[src/rtl/bga_pkg.sv]
/*
  Shared constants and types for the bridge GPIO alternate-function block:
  pin numbers, configuration item layout, factory defaults, timing counts.
  Assumes a single 20 MHz core clock with synchronous active-high reset.
*/
package bga_pkg;

  localparam int NPIN      = 11;
  localparam int PIN_RTR   = 3;
  localparam int PIN_EVT   = 4;
  localparam int PIN_CLK   = 5;
  localparam int PIN_ACT   = 8;
  localparam int PIN_SUSP  = 9;
  localparam int PIN_NSUSP = 10;

  localparam int CNT_W     = 16;
  localparam int DIV_W     = 8;

  // rates in MHz; divider zero behaves as 256 (24 MHz / 256 = 93.75 kHz)
  localparam int CLK_MHZ      = 20;
  localparam int REF_MHZ      = 24;
  localparam int DIV_ZERO_EQ  = 256;
  localparam int ACC_W        = 14;

  // wakeup signalling, least of the 10..15 ms window
  localparam int WAKE_MS      = 10;
  localparam int WAKE_CYC     = WAKE_MS * CLK_MHZ * 1000;
  // activity indicator half period
  localparam int ACT_HALF_MS  = 50;
  localparam int ACT_CYC      = ACT_HALF_MS * CLK_MHZ * 1000;

  // configuration items written through the one-time port
  localparam logic [3:0] ITEM_FUNC   = 4'h0;
  localparam logic [3:0] ITEM_DIR    = 4'h1;
  localparam logic [3:0] ITEM_PP     = 4'h2;
  localparam logic [3:0] ITEM_OPT    = 4'h3;
  localparam logic [3:0] ITEM_SMODE  = 4'h4;
  localparam logic [3:0] ITEM_SLATCH = 4'h5;
  localparam logic [3:0] ITEM_WMASK  = 4'h6;
  localparam logic [3:0] ITEM_WVAL   = 4'h7;
  localparam logic [3:0] ITEM_DIV    = 4'h8;
  localparam int         NGROUP      = 3;

  // option item fields
  localparam int OPT_RTR_HIGH = 0;
  localparam int OPT_EVT_LSB  = 1;
  localparam int OPT_USE_SUSP = 3;
  localparam int OPT_W        = 4;

  // factory defaults
  localparam logic [NPIN-1:0]  DEF_FUNC   = 11'h738;
  localparam logic [NPIN-1:0]  DEF_DIR    = 11'h7A7;
  localparam logic [NPIN-1:0]  DEF_PP     = 11'h7A7;
  localparam logic [OPT_W-1:0] DEF_OPT    = 4'h0;
  localparam logic [NPIN-1:0]  DEF_SMODE  = 11'h000;
  localparam logic [NPIN-1:0]  DEF_SLATCH = 11'h000;
  localparam logic [NPIN-1:0]  DEF_WMASK  = 11'h000;
  localparam logic [NPIN-1:0]  DEF_WVAL   = 11'h000;
  localparam logic [DIV_W-1:0] DEF_DIV    = 8'h00;

  typedef enum logic [1:0] {
    EVT_RISE,
    EVT_FALL,
    EVT_PPULSE,
    EVT_NPULSE
  } bga_evt_mode_type;

endpackage : bga_pkg

[src/rtl/bga_evt_if.sv]
/*
  Carrier between the top and the event counter: sampled pin level,
  enable and mode out, running count back.
  Assumes all members live on the core clock.
*/
`timescale 1ns/1ps
`default_nettype none
interface bga_evt_if;
  import bga_pkg::*;
  logic                   level;
  logic                   enable;
  bga_evt_mode_type       mode;
  logic [CNT_W-1:0]       count;
  modport ctrl (output level, output enable, output mode, input count);
  modport cnt  (input level, input enable, input mode, output count);
endinterface : bga_evt_if
`default_nettype wire

[src/rtl/bga_gpio_top.sv]
/*
  GPIO alternate-function logic of a USB-to-SPI bridge: read gating,
  event counter, clock output, SPI activity, suspend indicators,
  remote wakeup, suspend override and one-time configuration locking.
  Assumes USB state, SPI status and host requests arrive on i_clk;
  pin levels arrive asynchronously and are synchronised here.
*/
`timescale 1ns/1ps
`default_nettype none
module bga_gpio_top #(
  parameter int WAKE_CYCLES = bga_pkg::WAKE_CYC,
  parameter int ACT_CYCLES  = bga_pkg::ACT_CYC
) (
  input  wire logic                        i_clk,
  input  wire logic                        i_rst,
  input  wire logic [bga_pkg::NPIN-1:0]    i_gpio,
  input  wire logic [bga_pkg::NPIN-1:0]    i_gpio_latch,
  input  wire logic                        i_read_cmd,
  input  wire logic                        i_flow_en,
  input  wire logic                        i_spi_busy,
  input  wire logic                        i_enumerated,
  input  wire logic                        i_suspend,
  input  wire logic                        i_evt_query,
  input  wire logic                        i_otp_wr,
  input  wire logic [3:0]                  i_otp_item,
  input  wire logic [15:0]                 i_otp_data,
  output var  logic [bga_pkg::NPIN-1:0]    o_gpio_out,
  output var  logic [bga_pkg::NPIN-1:0]    o_gpio_oe,
  output var  logic                        o_read_clock_ok,
  output var  logic [bga_pkg::CNT_W-1:0]   o_evt_value,
  output var  logic                        o_evt_valid,
  output var  logic                        o_remote_wake,
  output var  logic                        o_otp_accept,
  output var  logic                        o_otp_reject,
  output var  logic [bga_pkg::NGROUP-1:0]  o_otp_locked
);
  import bga_pkg::*;

  typedef enum logic [1:0] {
    WK_IDLE,
    WK_SIGNAL,
    WK_DONE
  } bga_wake_state_type;

  localparam int WK_W  = $clog2(WAKE_CYCLES + 1);
  localparam int ACT_W = $clog2(ACT_CYCLES + 1);

  // configuration store
  logic [NPIN-1:0]   cfg_func;
  logic [NPIN-1:0]   cfg_dir;
  logic [NPIN-1:0]   cfg_pp;
  logic [OPT_W-1:0]  cfg_opt;
  logic [NPIN-1:0]   cfg_smode;
  logic [NPIN-1:0]   cfg_slatch;
  logic [NPIN-1:0]   cfg_wmask;
  logic [NPIN-1:0]   cfg_wval;
  logic [DIV_W-1:0]  cfg_div;
  logic [NGROUP-1:0] locked;

  // pin synchroniser
  logic [NPIN-1:0]   gpio_meta;
  logic [NPIN-1:0]   gpio_sync;

  // alternate function state
  logic              gate_asserted;
  logic              clk_run;
  logic              clk_wave;
  logic              act_level;
  logic [ACT_W-1:0]  act_cnt;
  logic              susp_q;
  logic              mismatch;
  bga_wake_state_type wk_state;
  logic [WK_W-1:0]   wk_cnt;

  // per-pin drive
  logic [NPIN-1:0]   alt_val;
  logic [NPIN-1:0]   norm_val;
  logic [NPIN-1:0]   next_out;
  logic [NPIN-1:0]   next_oe;

  // one-time write decode
  logic [1:0]        wr_group;
  logic              wr_valid;

  bga_evt_if evt ();

  always_ff @(posedge i_clk) begin
    if (i_rst) begin
      gpio_meta <= '0;
      gpio_sync <= '0;
    end else begin
      gpio_meta <= i_gpio;
      gpio_sync <= gpio_meta;
    end
  end

  // item to group; unknown items map to no group and are refused
  always_comb begin
    wr_valid = 1'b1;
    unique case (i_otp_item)
      ITEM_FUNC, ITEM_DIR, ITEM_PP, ITEM_OPT:       wr_group = 2'h0;
      ITEM_SMODE, ITEM_SLATCH, ITEM_WMASK, ITEM_WVAL: wr_group = 2'h1;
      ITEM_DIV:                                      wr_group = 2'h2;
      default: begin
        wr_group = 2'h0;
        wr_valid = 1'b0;
      end
    endcase
  end

  // one-time configuration: first write to a group locks all its items
  always_ff @(posedge i_clk) begin
    if (i_rst) begin
      locked       <= '0;
      o_otp_accept <= 1'b0;
      o_otp_reject <= 1'b0;
    end else begin
      o_otp_accept <= 1'b0;
      o_otp_reject <= 1'b0;
      if (i_otp_wr) begin
        if (!wr_valid || locked[wr_group]) begin
          o_otp_reject <= 1'b1;
        end else begin
          locked[wr_group] <= 1'b1;
          o_otp_accept     <= 1'b1;
        end
      end
    end
  end

  assign o_otp_locked = locked;

  // locked state survives only until power-on reset in this model
  always_ff @(posedge i_clk) begin
    if (i_rst) begin
      cfg_func   <= DEF_FUNC;
      cfg_dir    <= DEF_DIR;
      cfg_pp     <= DEF_PP;
      cfg_opt    <= DEF_OPT;
      cfg_smode  <= DEF_SMODE;
      cfg_slatch <= DEF_SLATCH;
      cfg_wmask  <= DEF_WMASK;
      cfg_wval   <= DEF_WVAL;
      cfg_div    <= DEF_DIV;
    end else if (i_otp_wr && wr_valid && !locked[wr_group]) begin
      unique case (i_otp_item)
        ITEM_FUNC:   cfg_func   <= i_otp_data[NPIN-1:0];
        ITEM_DIR:    cfg_dir    <= i_otp_data[NPIN-1:0];
        ITEM_PP:     cfg_pp     <= i_otp_data[NPIN-1:0];
        ITEM_OPT:    cfg_opt    <= i_otp_data[OPT_W-1:0];
        ITEM_SMODE:  cfg_smode  <= i_otp_data[NPIN-1:0];
        ITEM_SLATCH: cfg_slatch <= i_otp_data[NPIN-1:0];
        ITEM_WMASK:  cfg_wmask  <= i_otp_data[NPIN-1:0];
        ITEM_WVAL:   cfg_wval   <= i_otp_data[NPIN-1:0];
        default:     cfg_div    <= i_otp_data[DIV_W-1:0];
      endcase
    end
  end

  // read gate: polarity xor, then qualified by function and flow enable
  assign gate_asserted = cfg_opt[OPT_RTR_HIGH] ? gpio_sync[PIN_RTR]
                                               : ~gpio_sync[PIN_RTR];

  always_ff @(posedge i_clk) begin
    if (i_rst) begin
      o_read_clock_ok <= 1'b1;
    end else if (i_read_cmd && i_flow_en && cfg_func[PIN_RTR]) begin
      o_read_clock_ok <= gate_asserted;
    end else begin
      o_read_clock_ok <= 1'b1;
    end
  end

  // event counter on pin four
  assign evt.level  = gpio_sync[PIN_EVT];
  assign evt.enable = cfg_func[PIN_EVT];
  assign evt.mode   = bga_evt_mode_type'(cfg_opt[OPT_EVT_LSB +: 2]);

  bga_evt_counter u_evt (
    .i_clk (i_clk),
    .i_rst (i_rst),
    .evt   (evt.cnt)
  );

  always_ff @(posedge i_clk) begin
    if (i_rst) begin
      o_evt_value <= '0;
      o_evt_valid <= 1'b0;
    end else begin
      o_evt_valid <= i_evt_query;
      if (i_evt_query) begin
        o_evt_value <= evt.count;
      end
    end
  end

  // clock output: runs only enumerated and awake
  assign clk_run = i_enumerated && !i_suspend && cfg_func[PIN_CLK];

  bga_clk_div u_clk (
    .i_clk     (i_clk),
    .i_rst     (i_rst),
    .i_run     (clk_run),
    .i_div     (cfg_div),
    .o_clk_out (clk_wave)
  );

  // activity indicator: idle high, fixed-rate toggle while busy
  always_ff @(posedge i_clk) begin
    if (i_rst || !i_spi_busy) begin
      act_cnt   <= '0;
      act_level <= 1'b1;
    end else if (act_cnt == ACT_W'(ACT_CYCLES - 1)) begin
      act_cnt   <= '0;
      act_level <= ~act_level;
    end else begin
      act_cnt   <= act_cnt + 1'b1;
    end
  end

  always_ff @(posedge i_clk) begin
    if (i_rst) begin
      susp_q <= 1'b0;
    end else begin
      susp_q <= i_suspend;
    end
  end

  // remote wakeup: one signalling burst per suspended period
  assign mismatch = |((gpio_sync ^ cfg_wval) & cfg_wmask);

  always_ff @(posedge i_clk) begin
    if (i_rst) begin
      wk_state      <= WK_IDLE;
      wk_cnt        <= '0;
      o_remote_wake <= 1'b0;
    end else begin
      unique case (wk_state)
        WK_IDLE: begin
          if (i_suspend && mismatch) begin
            wk_state      <= WK_SIGNAL;
            wk_cnt        <= '0;
            o_remote_wake <= 1'b1;
          end
        end
        WK_SIGNAL: begin
          if (wk_cnt == WK_W'(WAKE_CYCLES - 1)) begin
            wk_state      <= WK_DONE;
            o_remote_wake <= 1'b0;
          end else begin
            wk_cnt        <= wk_cnt + 1'b1;
          end
        end
        WK_DONE: begin
          if (!i_suspend) begin
            wk_state <= WK_IDLE;
          end
        end
      endcase
    end
  end

  // alternate values; pins 3 and 4 are inputs so their value is unused
  always_comb begin
    alt_val            = i_gpio_latch;
    alt_val[PIN_CLK]   = clk_wave;
    alt_val[PIN_ACT]   = act_level;
    alt_val[PIN_SUSP]  = i_suspend;
    alt_val[PIN_NSUSP] = ~i_suspend;
  end

  assign norm_val = (cfg_func & alt_val) | (~cfg_func & i_gpio_latch);

  // suspend override takes effect in the same edge as suspend entry;
  // wake pins in cfg_wmask are forced to inputs here; outside the override cfg_dir and cfg_pp decide
  always_comb begin
    if (i_suspend && cfg_opt[OPT_USE_SUSP]) begin
      next_out = cfg_slatch;
      next_oe  = (cfg_smode | ~cfg_slatch) & ~cfg_wmask;
    end else begin
      next_out = norm_val;
      next_oe  = cfg_dir & (cfg_pp | ~norm_val);
    end
  end

  always_ff @(posedge i_clk) begin
    if (i_rst) begin
      o_gpio_out <= '0;
      o_gpio_oe  <= '0;
    end else begin
      o_gpio_out <= next_out;
      o_gpio_oe  <= next_oe;
    end
  end

endmodule : bga_gpio_top
`default_nettype wire

[src/rtl/bga_evt_counter.sv]
/*
  16-bit edge / pulse event counter.
  Assumes the level is already synchronised to i_clk.
*/
`timescale 1ns/1ps
`default_nettype none
module bga_evt_counter (
  input  wire logic i_clk,
  input  wire logic i_rst,
  bga_evt_if.cnt    evt
);
  import bga_pkg::*;

  logic prev;
  logic armed;
  logic rise;
  logic fall;
  logic hit;

  assign rise = evt.level & ~prev;
  assign fall = ~evt.level & prev;

  always_comb begin
    unique case (evt.mode)
      EVT_RISE:   hit = rise;
      EVT_FALL:   hit = fall;
      EVT_PPULSE: hit = fall & armed;
      EVT_NPULSE: hit = rise & armed;
    endcase
  end

  always_ff @(posedge i_clk) begin
    if (i_rst) begin
      prev <= 1'b0;
    end else begin
      prev <= evt.level;
    end
  end

  // a pulse counts only once its leading edge was seen while enabled
  always_ff @(posedge i_clk) begin
    if (i_rst || !evt.enable) begin
      armed <= 1'b0;
    end else if ((evt.mode == EVT_PPULSE && rise) || (evt.mode == EVT_NPULSE && fall)) begin
      armed <= 1'b1;
    end
  end

  always_ff @(posedge i_clk) begin
    if (i_rst) begin
      evt.count <= '0;
    end else if (evt.enable && hit) begin
      evt.count <= evt.count + 16'h0001;
    end
  end

endmodule : bga_evt_counter
`default_nettype wire

[src/rtl/bga_clk_div.sv]
/*
  Clock output generator: 24 MHz / divider synthesised from the core
  clock with a phase accumulator. Assumes i_clk at CLK_MHZ.
*/
`timescale 1ns/1ps
`default_nettype none
module bga_clk_div (
  input  wire logic             i_clk,
  input  wire logic             i_rst,
  input  wire logic             i_run,
  input  wire logic [bga_pkg::DIV_W-1:0] i_div,
  output var  logic             o_clk_out
);
  import bga_pkg::*;

  localparam logic [ACC_W-1:0] STEP = ACC_W'(2 * REF_MHZ);

  logic [ACC_W-1:0] acc;
  logic [ACC_W-1:0] thr;
  logic [ACC_W-1:0] next_acc;

  // divider zero means 256; one toggle per core cycle caps out at 10 MHz
  assign thr = (i_div == 8'h00) ? ACC_W'(DIV_ZERO_EQ * CLK_MHZ)
                                : ACC_W'(i_div) * ACC_W'(CLK_MHZ);
  assign next_acc = acc + STEP;

  always_ff @(posedge i_clk) begin
    if (i_rst || !i_run) begin
      acc       <= '0;
      o_clk_out <= 1'b0;
    end else if (next_acc >= thr) begin
      acc       <= next_acc - thr;
      o_clk_out <= ~o_clk_out;
    end else begin
      acc       <= next_acc;
    end
  end

endmodule : bga_clk_div
`default_nettype wire

[config.mk]
export PLATFORM = sky130hd
export DESIGN_NAME = bga_gpio_top
export DESIGN_NICKNAME = d
export VERILOG_FILES = /design/src/rtl/bga_pkg.sv /design/src/rtl/bga_evt_if.sv /design/src/rtl/bga_gpio_top.sv /design/src/rtl/bga_evt_counter.sv /design/src/rtl/bga_clk_div.sv
export SDC_FILE = /design/constraint.sdc
export NUM_CORES = 1
export LEC_CHECK = 0
export BUFFER_PORTS_ARGS = -buffer_cell sky130_fd_sc_hd__buf_2
export CAP_MARGIN = 20
export CORE_ASPECT_RATIO = 0.7
export CORE_MARGIN = 2
export CORE_UTILIZATION = 50
export DETAILED_ROUTE_END_ITERATION = 12
export PLACE_DENSITY = 0.69
export SLEW_MARGIN = 10
export SYNTH_ARGS = -nofsm -noshare
export SYNTH_HDL_FRONTEND = slang
export SYNTH_SLANG_ARGS = --single-unit
[constraint.sdc]
create_clock -name i_clk -period 6.5 [get_ports i_clk]
set_clock_uncertainty 0.2 [all_clocks]
set_input_delay 1.3 -clock i_clk [delete_from_list [all_inputs] [get_ports i_clk]]
set_output_delay 1.3 -clock i_clk [all_outputs]
set_load 0.01 [all_outputs]
==> results.toml, run 1 <==
[yosys]
synth_top_flop_cell = "dfxtp_1"
synth_area_um2 = 10100
avgSynthCellArea_um2 = 8.413
seq_area_frac_synth_pct = 44.38
synth_area_leader_cell = "dfxtp_1"
synth-seq-cells = 224
synth_cell_types = 66
ys_warn_count = 0
syn_inst = 1201
synthTopCellsByArea = "dfxtp_1, nand2_1, a21oi_1, mux2i_1, nand3_1"
synth-edff-count = 0
synthArstFlopShare_pct = 0
yosysTopAreaCellShare_pct = 44.38
syn-num-nets = 1284

[run_status]
outcome = "completed"

[job]
cap_violations = 0

[layout]
final_util_pct = 57.74
mostFrequentLayoutCells = "dfxtp_1, nand2_1, a21oi_1"
layout_commonest_cell = "dfxtp_1"
num_antenna_cells = 0
nNetsFinal = 1339
syn_to_final_growth_pct = 13.15
fillers = 1805
layout-drive-gt1-share_pct = 11.63

[routing]
drc = 0
vias = 8342
wl_per_cell_um = 15.56
ant_nets = 0
vias_per_cell = 5.406
drt_pass1_iterations = 6
drt_iter0_drc = 630
wirelength_mm = 24.01

[critical_path]
rrSetupSlack_ns = 2.20
rr_startpoint = "cfg_div[1]"
required_ns = 6.68
start_kind = "flop"
r2r_end = "u_clk.o_clk_out"
crit_path_end_kind = "flop"
cp_max_fo = 12
crit_type = "reg -> reg"
worstPathArrival_ns = 4.47
ff2ff_path_depth = 14

[clock_network]
path_clk_slew_ns = 0.06
cts_setup_buffers = 0
root_buffer = "clkbuf_16"
clock_sinks = 224
cts_resized = 0
cts_tree = "yes"
cts-htree-levels = 1
clk_path_buf_depth = 3
ctsHoldBuffers = 0
cts_buffers = 23
insertion_delay_ns = 0.51

[power]
vdd_ir_drop_max_uv = 175.0
p_leak_nw = 4.616
p_clk_share_pct = 45.3
powerDensity_nw_per_um2 = 255.9
seqPwrFrac_pct = 48.3
combPwrFrac_pct = 6.5
p_int_w = 0.002247
sw_frac_of_total_pct = 23.19
p_switching_w = 0.0006785

[global_routing]
grt_max_degree = 102
grt_usage_pct = 22.11
grt_pass1_wl_mm = 38.42
first_global_vias = 7412
antenna_found_initial = 0
overflow = 0

[floorplanning]
fp.dieW_um = 173.9
pin_count = 97
fp-row-count = 43
core_area_um2 = 19800
die-area_um2 = 21380
die_y_um = 122.9
start_util_pct = 51.03

[sta]
period_minus_slack_ns = 4.296
post-route-period-util_pct = 66.09
report.final.hold_viol_count = 0
fin_hold_ws_ns = 0.2339
setup_viol = 0
max_slew_margin_pct = 30.72
rsz0062_at_grt = "false"
maxSlewViolCount = 0
tns_ns = 0
fmax_mhz = 232.8
tightest_slew_ns = 1.037

[hold_path]
holdCritStartpoint = "gpio_meta[9]"
min_path_type = "reg -> reg"
holdPathStages = 1
whs_endpoint = "gpio_sync[9]"

[placed_design]
numPortBuffers = 91
gp_congestion = 0.8151
hpwl_mm = 16.79
## power by group through the flow
stage / combinational (W) / clock [W] / sequential [W]
2_1_floorplan: 0.000119 / 0 / 0.00144
3_3_place_gp: 0.000184 / 0 / 0.00144
3_5_place_dp: 0.000185 / 0 / 0.00144
4_1_cts: 0.000186 / 0.00135 / 0.00141
5_1_grt: 0.000208 / 0.00141 / 0.00141
6_report: 0.000189 / 0.00132 / 0.00141
## how the worst max path moves through the flow
stage	startpoint	endpoint	slack, ns
2_1_floorplan	cfg_div[1]	u_clk.o_clk_out	2.68
3_3_place_gp	cfg_div[1]	u_clk.o_clk_out	2.28
4_1_cts	cfg_div[1]	u_clk.o_clk_out	2.20
5_1_grt	cfg_div[1]	u_clk.o_clk_out	1.96
3_5_place_dp	cfg_div[1]	u_clk.o_clk_out	2.25
6_report	cfg_div[1]	u_clk.o_clk_out	2.20
## through the flow
| step | cell area (um2) | setup slack, ns | instances | total power [W] |
|---|---|---|---|---|
| CTS | 11410 | 2.205 | 1540 | 0.002944 |
| finish | 11430 | 2.204 | 1543 | 0.002926 |
| global placement | 10660 | 2.281 | 1498 | 0.001626 |
| global route | 11430 | 1.957 | 1543 | 0.003029 |
| floorplan | 10100 | 2.676 | 1201 | 0.001563 |
| detailed placement | 10660 | 2.248 | 1498 | 0.001628 |
## cell type report
class | count | area [um2] | area share, %
multi-input cells | 877 | 5229 | 45.74
flip-flops and latches | 224 | 4484 | 39.23
clock buffers | 34 | 656.9 | 5.746
repair buffers | 97 | 500.5 | 4.378
well taps | 270 | 337.8 | 2.955
inverters | 33 | 123.9 | 1.084
clock inverters | 8 | 100.1 | 0.8756
## worst max-delay path, stage by stage, from the launching register on
cell	delay (ns)
dfxtp_1	0.43
ha_1	0.28
ha_1	0.23
fa_1	0.42
a21o_1	0.18
a21oi_1	0.24
xnor2_1	0.15
nand2_1	0.08
ha_1	0.35
a21o_1	0.21
a211o_1	0.30
nor2b_1	0.16
or3_1	0.62
xnor2_1	0.25
nor2_1	0.06
## routing by layer
metal | vias up | track usage (%) | wire length [um] | part of all wire [%]
met3 | 30 | 4.151 | 1706 | 7.1
met2 | 244 | 32.27 | 9615 | 40
met1 | 3832 | 34.13 | 12390 | 52
li1 | 4236 | - | - | -
met5 | - | 0 | 0 | 0
met4 | 0 | 3.782 | 302 | 1.3
## cell families after synthesis
logic type      Yosys count  share of synthesized area, %
xor+xnor                 58                         5.028
compound gates          195                         11.70
flops                   224                         44.38
fa+ha+maj                32                         4.111
buf+inv                 100                         3.889
simple gates            542                         25.91
mux                      50                         4.978
## synth_stat cells (4+ instances only)
cell type    n
ha_1        30
nand4_1     16
o31ai_1      4
o211ai_1     7
clkbuf_1    52
and4_1       5
buf_1        8
and2_1       7
o2111ai_1    4
dfxtp_1    224
nand3b_1     5
nor3_1      17
a22oi_1      4
nor2_1     100
buf_2        5
a21boi_1     4
mux2i_1     48
nor4_1      10
a21o_1       7
or3_1       23
and3_1      12
nor2b_1     42
xnor2_1     26
o21ai_0     23
inv_1       32
a31oi_1     11
a21oi_1    101
xor2_1      32
nand2b_1    12
nand3_1     81
nand2_1    191
or4_1        6
## flip-flops by register name, indices dropped and copies added (netlist names), 6 cells and up
name             cells
o_gpio_oe           11
o_gpio_out          11
gpio_sync           11
cfg_slatch          11
cfg_smode           11
u_clk.acc           12
cfg_wmask           11
u_evt.evt.count     16
cfg_func             6
cfg_wval            11
act_cnt             20
cfg_dir             11
wk_cnt              18
cfg_div              8
cfg_pp              11
o_evt_value         16
gpio_meta           11
Note: power is estimated with default switching activity, not from simulation.
==> inputs of run 2 (changes only) <==
==> constraint.sdc (replaced) <==
create_clock -name i_clk -period 4.2 [get_ports i_clk]
set_clock_uncertainty 0.2 [all_clocks]
set_input_delay 0.84 -clock i_clk [delete_from_list [all_inputs] [get_ports i_clk]]
set_output_delay 0.84 -clock i_clk [all_outputs]
set_load 0.01 [all_outputs]
==> run 2 against run 1 <==
Net effect:
- sequential power rose by 55%
- clock-buffer cell count decreased by 4
- via count increased by 3.3%
- cell area is 1.3% higher
- largest cell class unchanged
==> results.toml, run 2 (same netlist as run 1, synthesis figures left out) <==
[hold_path]
holdCritStartpoint = "gpio_meta[9]"
whs_endpoint = "gpio_sync[9]"
holdPathStages = 1
min_path_type = "reg -> reg"

[global_routing]
grt_usage_pct = 22.69
overflow = 0
grt_pass1_wl_mm = 39.29
first_global_vias = 7493
antenna_found_initial = 0
grt_max_degree = 96

[layout]
reg.largest.list = "act_cnt (20), wk_cnt (18)"
nNetsFinal = 1346
largest_reg_flops = 20
layout_commonest_cell = "dfxtp_1"
largest-register = "act_cnt"
num_antenna_cells = 0
layout-drive-gt1-share_pct = 12.59
syn_to_final_growth_pct = 14.64
fillers = 1804
mostFrequentLayoutCells = "dfxtp_1, nand2_1, a21oi_1"

[sta]
report.final.hold_viol_count = 0
fmax_mhz = 253.1
setup_viol = 0
maxSlewViolCount = 0
post-route-period-util_pct = 94.05
tns_ns = 0
rsz0062_at_grt = "false"
max_slew_margin_pct = 32.03
tightest_slew_ns = 1.017
period_minus_slack_ns = 3.950

[power]
p_clk_share_pct = 47.6
p_int_w = 0.003673
p_total_w = 0.004736
seqPwrFrac_pct = 46.2
combPwrFrac_pct = 6.3
vdd_ir_drop_max_uv = 265.1
powerDensity_nw_per_um2 = 408.9
p_leak_nw = 4.699
p_switching_w = 0.001062
sw_frac_of_total_pct = 22.44

[routing]
drc = 0
ant_nets = 0
drt_iter0_drc = 804
drt_pass1_iterations = 5
wirelength_mm = 24.80
vias = 8616
wl_per_cell_um = 16.01
vias_per_cell = 5.562

[floorplanning]
fp.dieW_um = 173.9
pin_count = 97
core_area_um2 = 19800
fp-row-count = 43
die-area_um2 = 21380
die_y_um = 122.9
start_util_pct = 51.03

[run_status]
outcome = "completed"

[critical_path]
ff2ff_path_depth = 15
cp.buffers_inverters = 1
slowest_delay_ns = 0.40
crit_path_end_kind = "flop"
path_delay_family = "adder cells"
crit_type = "reg -> reg"
cp_max_fo = 12
path_common_cell = "ha_1"
rrSetupSlack_ns = 0.25
critPathSlowestCell = "fa_1"
required_ns = 4.37
path_cells = "ha_1 > ha_1 > fa_1 > a21o_1 > a21oi_2 > xnor2_1 > nand2_1 > ha_1 > a21o_1 > a211o_1 > nor2b_1 > or3_1 > buf_4 > mux2i_1 > nor2_1"
worstPathArrival_ns = 4.12
rr_startpoint = "cfg_div[3]"
start_kind = "flop"
r2r_end = "u_clk.acc[5]"

[clock_network]
clock_sinks = 224
cts_setup_buffers = 0
ctsHoldBuffers = 0
insertion_delay_ns = 0.50
cts_buffers = 23
clk_path_buf_depth = 3
path_clk_slew_ns = 0.06
cts-htree-levels = 1
root_buffer = "clkbuf_16"
cts_tree = "yes"
cts_resized = 0

[placed_design]
hpwl_mm = 17.48
gp_congestion = 0.9107
numPortBuffers = 91

[job]
cap_violations = 0
==> run 2: power by group through the flow <==
stage	sequential, W	combinational [W]	clock [W]
2_1_floorplan	0.00223	0.000184	0
3_3_place_gp	0.00223	0.000288	0
3_5_place_dp	0.00223	0.000291	0
4_1_cts	0.00219	0.000293	0.00229
5_1_grt	0.00219	0.000324	0.00238
6_report	0.00219	0.000298	0.00225
==> run 2: cell type report <==
class | count | area [um2] | area share [%]
timing repair buffer | 104 | 553.0 | 4.775
sequential | 224 | 4484 | 38.72
inverter | 33 | 123.9 | 1.069
tap | 270 | 337.8 | 2.917
clock buffer | 30 | 651.9 | 5.628
multi-input combinational | 877 | 5241 | 45.25
clock inverter | 11 | 190.2 | 1.642
==> run 2: worst max-delay path by stage <==
| stage | start | to | depth (start not counted) |
|---|---|---|---|
| 2_1_floorplan | cfg_div[1] | u_clk.o_clk_out | 16 |
| 3_3_place_gp | cfg_div[3] | u_clk.acc[4] | 17 |
| 3_5_place_dp | cfg_div[3] | u_clk.acc[5] | 17 |
| 4_1_cts | cfg_div[3] | u_clk.acc[5] | 17 |
| 5_1_grt | cfg_div[3] | u_clk.acc[5] | 16 |
| 6_report | cfg_div[3] | u_clk.acc[5] | 15 |
==> run 2: worst reg2reg max path: stages, from the launching register on <==
cell and delay [ns]:
dfxtp_1 0.39, ha_1 0.25, ha_1 0.23, fa_1 0.40
a21o_1 0.19, a21oi_2 0.19, xnor2_1 0.16, nand2_1 0.08
ha_1 0.29, a21o_1 0.18, a211o_1 0.32, nor2b_1 0.19
or3_1 0.35, buf_4 0.20, mux2i_1 0.16, nor2_1 0.06
==> run 2: metal layers <==
metal	part of all wire (%)	global-route usage, %	vias to the layer above
met5	0	0	-
met4	1.5	4.254	0
met3	7.2	3.260	37
met2	41	33.09	302
met1	50	35.56	4015
li1	-	-	4262
==> run 2: per-stage QoR <==
step | utilization [%] | setup slack, ns | area (um2) | hold slack [ns] | std cells
floorplan | - | 0.3763 | 10100 | 0.2138 | 1201
global placement | 54.12 | 0.2699 | 10720 | 0.2197 | 1506
detailed placement | 54.12 | 0.2077 | 10720 | 0.2256 | 1506
CTS | 58.37 | 0.1843 | 11560 | 0.2394 | 1547
global route | 58.50 | 0.009232 | 11580 | 0.2534 | 1549
finish | 58.50 | 0.2498 | 11580 | 0.2357 | 1549
==> inputs of run 3 (changes only) <==
--- a/config.mk
+++ b/config.mk
@@ -9,9 +9,8 @@
 export CAP_MARGIN = 20
 export CORE_ASPECT_RATIO = 0.7
 export CORE_MARGIN = 2
-export CORE_UTILIZATION = 50
+export CORE_UTILIZATION = 25
 export DETAILED_ROUTE_END_ITERATION = 12
-export PLACE_DENSITY = 0.69
 export SLEW_MARGIN = 10
 export SYNTH_ARGS = -nofsm -noshare
 export SYNTH_HDL_FRONTEND = slang
==> constraint.sdc (replaced) <==
create_clock -name i_clk -period 3.55 [get_ports i_clk]
set_clock_uncertainty 0.2 [all_clocks]
set_input_delay 0.71 -clock i_clk [delete_from_list [all_inputs] [get_ports i_clk]]
set_output_delay 0.71 -clock i_clk [all_outputs]
set_load 0.01 [all_outputs]
==> run 3 against run 2 <==
Net effect:
- the flow now finishes with violations (negative setup slack)
- sequential power up 18%
- non-clock buffer count up 15
- wire length up 15%
- combinational power up 26%
- clock power up 14%
- global-route usage down 9.4 points
- sequential share of layout area down 1.8 points
- via count down 0.13%
- clock-buffer cell count up 3
- setup slack worse by 0.35 ns
- critical path depth up 1
- first-iteration DRC count down 7.1%
- critical endpoint unchanged
==> results.toml, run 3 (same netlist as run 1, synthesis figures left out) <==
[floorplanning]
core_area_um2 = 39760
die_y_um = 172.2
pin_count = 97
fp-row-count = 61
fp.dieW_um = 244.3
start_util_pct = 25.41
die-area_um2 = 42060

[clock_network]
clock_sinks = 224
path_clk_slew_ns = 0.06
insertion_delay_ns = 0.55
cts_buffers = 24
clk_path_buf_depth = 3
cts_tree = "yes"
ctsHoldBuffers = 0
root_buffer = "clkbuf_16"
cts-htree-levels = 1

[placed_design]
dp.cells = 1786
numPortBuffers = 91
gp_congestion = 0.8619
hpwl_mm = 20.14

[critical_path]
slowest_delay_ns = 0.40
path_delay_family = "adder cells"
ff2ff_path_depth = 16
cp.buffers_inverters = 1
crit_path_end_kind = "flop"
crit_type = "reg -> reg"
critPathSlowestCell = "or3_4"
start_kind = "flop"
required_ns = 3.76
path_common_cell = "ha_4"
rr_startpoint = "cfg_div[3]"
rrSetupSlack_ns = -0.1
cp_max_fo = 6
worstPathArrival_ns = 3.86
r2r_end = "u_clk.acc[5]"
path_cells = "ha_4 > ha_4 > fa_2 > a21o_1 > a21oi_2 > o21bai_1 > a21oi_2 > xnor2_1 > nand2_1 > ha_4 > a211o_1 > nor2b_4 > or3_4 > buf_8 > mux2i_1 > nor2_1"

[layout]
largest_reg_flops = 20
layout_commonest_cell = "dfxtp_1"
finalNonFillerCells = 1833
layout-drive-gt1-share_pct = 15.21
fillers = 4180
mostFrequentLayoutCells = "dfxtp_1, nand2_1, nor2_1, a21oi_1, buf_2"
nNetsFinal = 1362
largest-register = "act_cnt"
reg.largest.list = "act_cnt (20), wk_cnt (18)"
syn_to_final_growth_pct = 20.42

[sta]
setup_viol = 11
report.final.hold_viol_count = 0
maxSlewViolCount = 0
rsz0062_at_grt = "true"
fmax_mhz = 274.1
tightest_slew_ns = 0.9219
period_minus_slack_ns = 3.649
tns_ns = -0.4371
post-route-period-util_pct = 102.8
max_slew_margin_pct = 37.98
fin_ws_ns = -0.09864

[power]
sw_frac_of_total_pct = 24.02
p_int_w = 0.004191
p_switching_w = 0.001325
vdd_ir_drop_max_uv = 377.1
p_clk_share_pct = 46.3
combPwrFrac_pct = 6.8
powerDensity_nw_per_um2 = 453.4
seqPwrFrac_pct = 46.9
p_leak_nw = 4.773

[job]
cap_violations = 0

[global_routing]
first_global_vias = 7986
antenna_found_initial = 6
grt_max_degree = 151
grt_usage_pct = 13.33
overflow = 0
grt_pass1_wl_mm = 44.67

[routing]
vias = 8605
wl_per_cell_um = 15.52
ant_nets = 0
drc = 0
wirelength_mm = 28.45
vias_per_cell = 4.694
drt_iter0_drc = 747
drt_pass1_iterations = 5

[hold_path]
holdCritStartpoint = "i_gpio[10]"
min_path_type = "in -> reg"
whs_endpoint = "gpio_meta[10]"
holdPathStages = 2

[run_status]
violations = "negative setup slack"
outcome = "finished, violations left"
run 3: changes by cell type in the layout (fill, tap and decap cells not counted), sizes merged:
cell | previous run | this run
inv | 34 | 32
diode | 0 | 3
bufinv | 5 | 2
clkinv | 4 | 8
clkbuf | 30 | 33
buf | 104 | 119
clkinvlp | 1 | 0
run 3: stage by stage:
stage	total power (W)	cell area [um2]	utilization, %	hold slack, ns	setup WS (ns)
floorplan	0.002865	10200	-	0.2138	0.01362
global placement	0.003004	11270	28.34	0.2250	-0.1999
detailed placement	0.003009	11270	28.34	0.2280	-0.2271
CTS	0.005590	12140	30.52	0.1852	-0.1158
global route	0.005729	12170	30.60	0.1968	-0.2605
finish	0.005517	12170	30.60	0.2066	-0.09864
run 3: per-layer routing:
metal | track usage [%] | up-vias | share of wire (%) | wire length [um]
met2 | 19.36 | 281 | 41 | 11740
li1 | - | 4293 | - | -
met5 | 0 | - | 0.081 | 23
met4 | 4.692 | 4 | 2.7 | 757
met1 | 19.32 | 3975 | 48 | 13630
met3 | 2.825 | 52 | 8.1 | 2294
run 3: worst max path at each step:
| stage | start | to | slack (ns) | depth (start not counted) |
|---|---|---|---|---|
| after detailed placement | cfg_div[2] | u_clk.acc[5] | -0.23 | 17 |
| after floorplan | cfg_div[2] | u_clk.o_clk_out | 0.01 | 16 |
| final | cfg_div[3] | u_clk.acc[5] | -0.1 | 16 |
| after CTS | cfg_div[3] | u_clk.acc[5] | -0.12 | 16 |
| after global routing | cfg_div[3] | u_clk.acc[5] | -0.26 | 16 |
| after global placement | cfg_div[2] | u_clk.acc[4] | -0.20 | 17 |
run 3: power by group through the flow:
stage	clock (W)	sequential (W)	combinational (W)
floorplan	0	0.00264	0.000220
global placement	0	0.00264	0.000361
detailed placement	0	0.00264	0.000365
CTS	0.00263	0.00259	0.000372
global route	0.00273	0.00259	0.000410
finish	0.00256	0.00259	0.000375
run 3: layout make-up:
cell class / instances / area, um2 / area share (%)
Multi-Input combinational cell: 877 / 5383 / 44.24
Clock buffer: 33 / 685.7 / 5.636
Antenna cell: 3 / 7.507 / 0.06170
Tap cell: 535 / 669.4 / 5.502
Clock inverter: 9 / 106.4 / 0.8741
Timing Repair Buffer: 119 / 699.4 / 5.749
Sequential cell: 224 / 4492 / 36.92
Inverter: 33 / 123.9 / 1.018
run 3: timing repair:
item	CTS	global route
setup endpoints to repair	12	13
pin swaps	16	2
resized for setup	16	3
buffers inserted	1	0
run 3: worst reg2reg max path: cells and delay by family (launching register included):
family                   cells  cell delay (ns)
adder cells (fa/ha/maj)      4             0.98
AO/OA/AOI/OAI                5             0.82
AND/OR/NAND/NOR              4             0.71
flip-flops                   1             0.36
buffers and inverters        1             0.16
multiplexers                 1             0.15
XOR/XNOR                     1             0.13
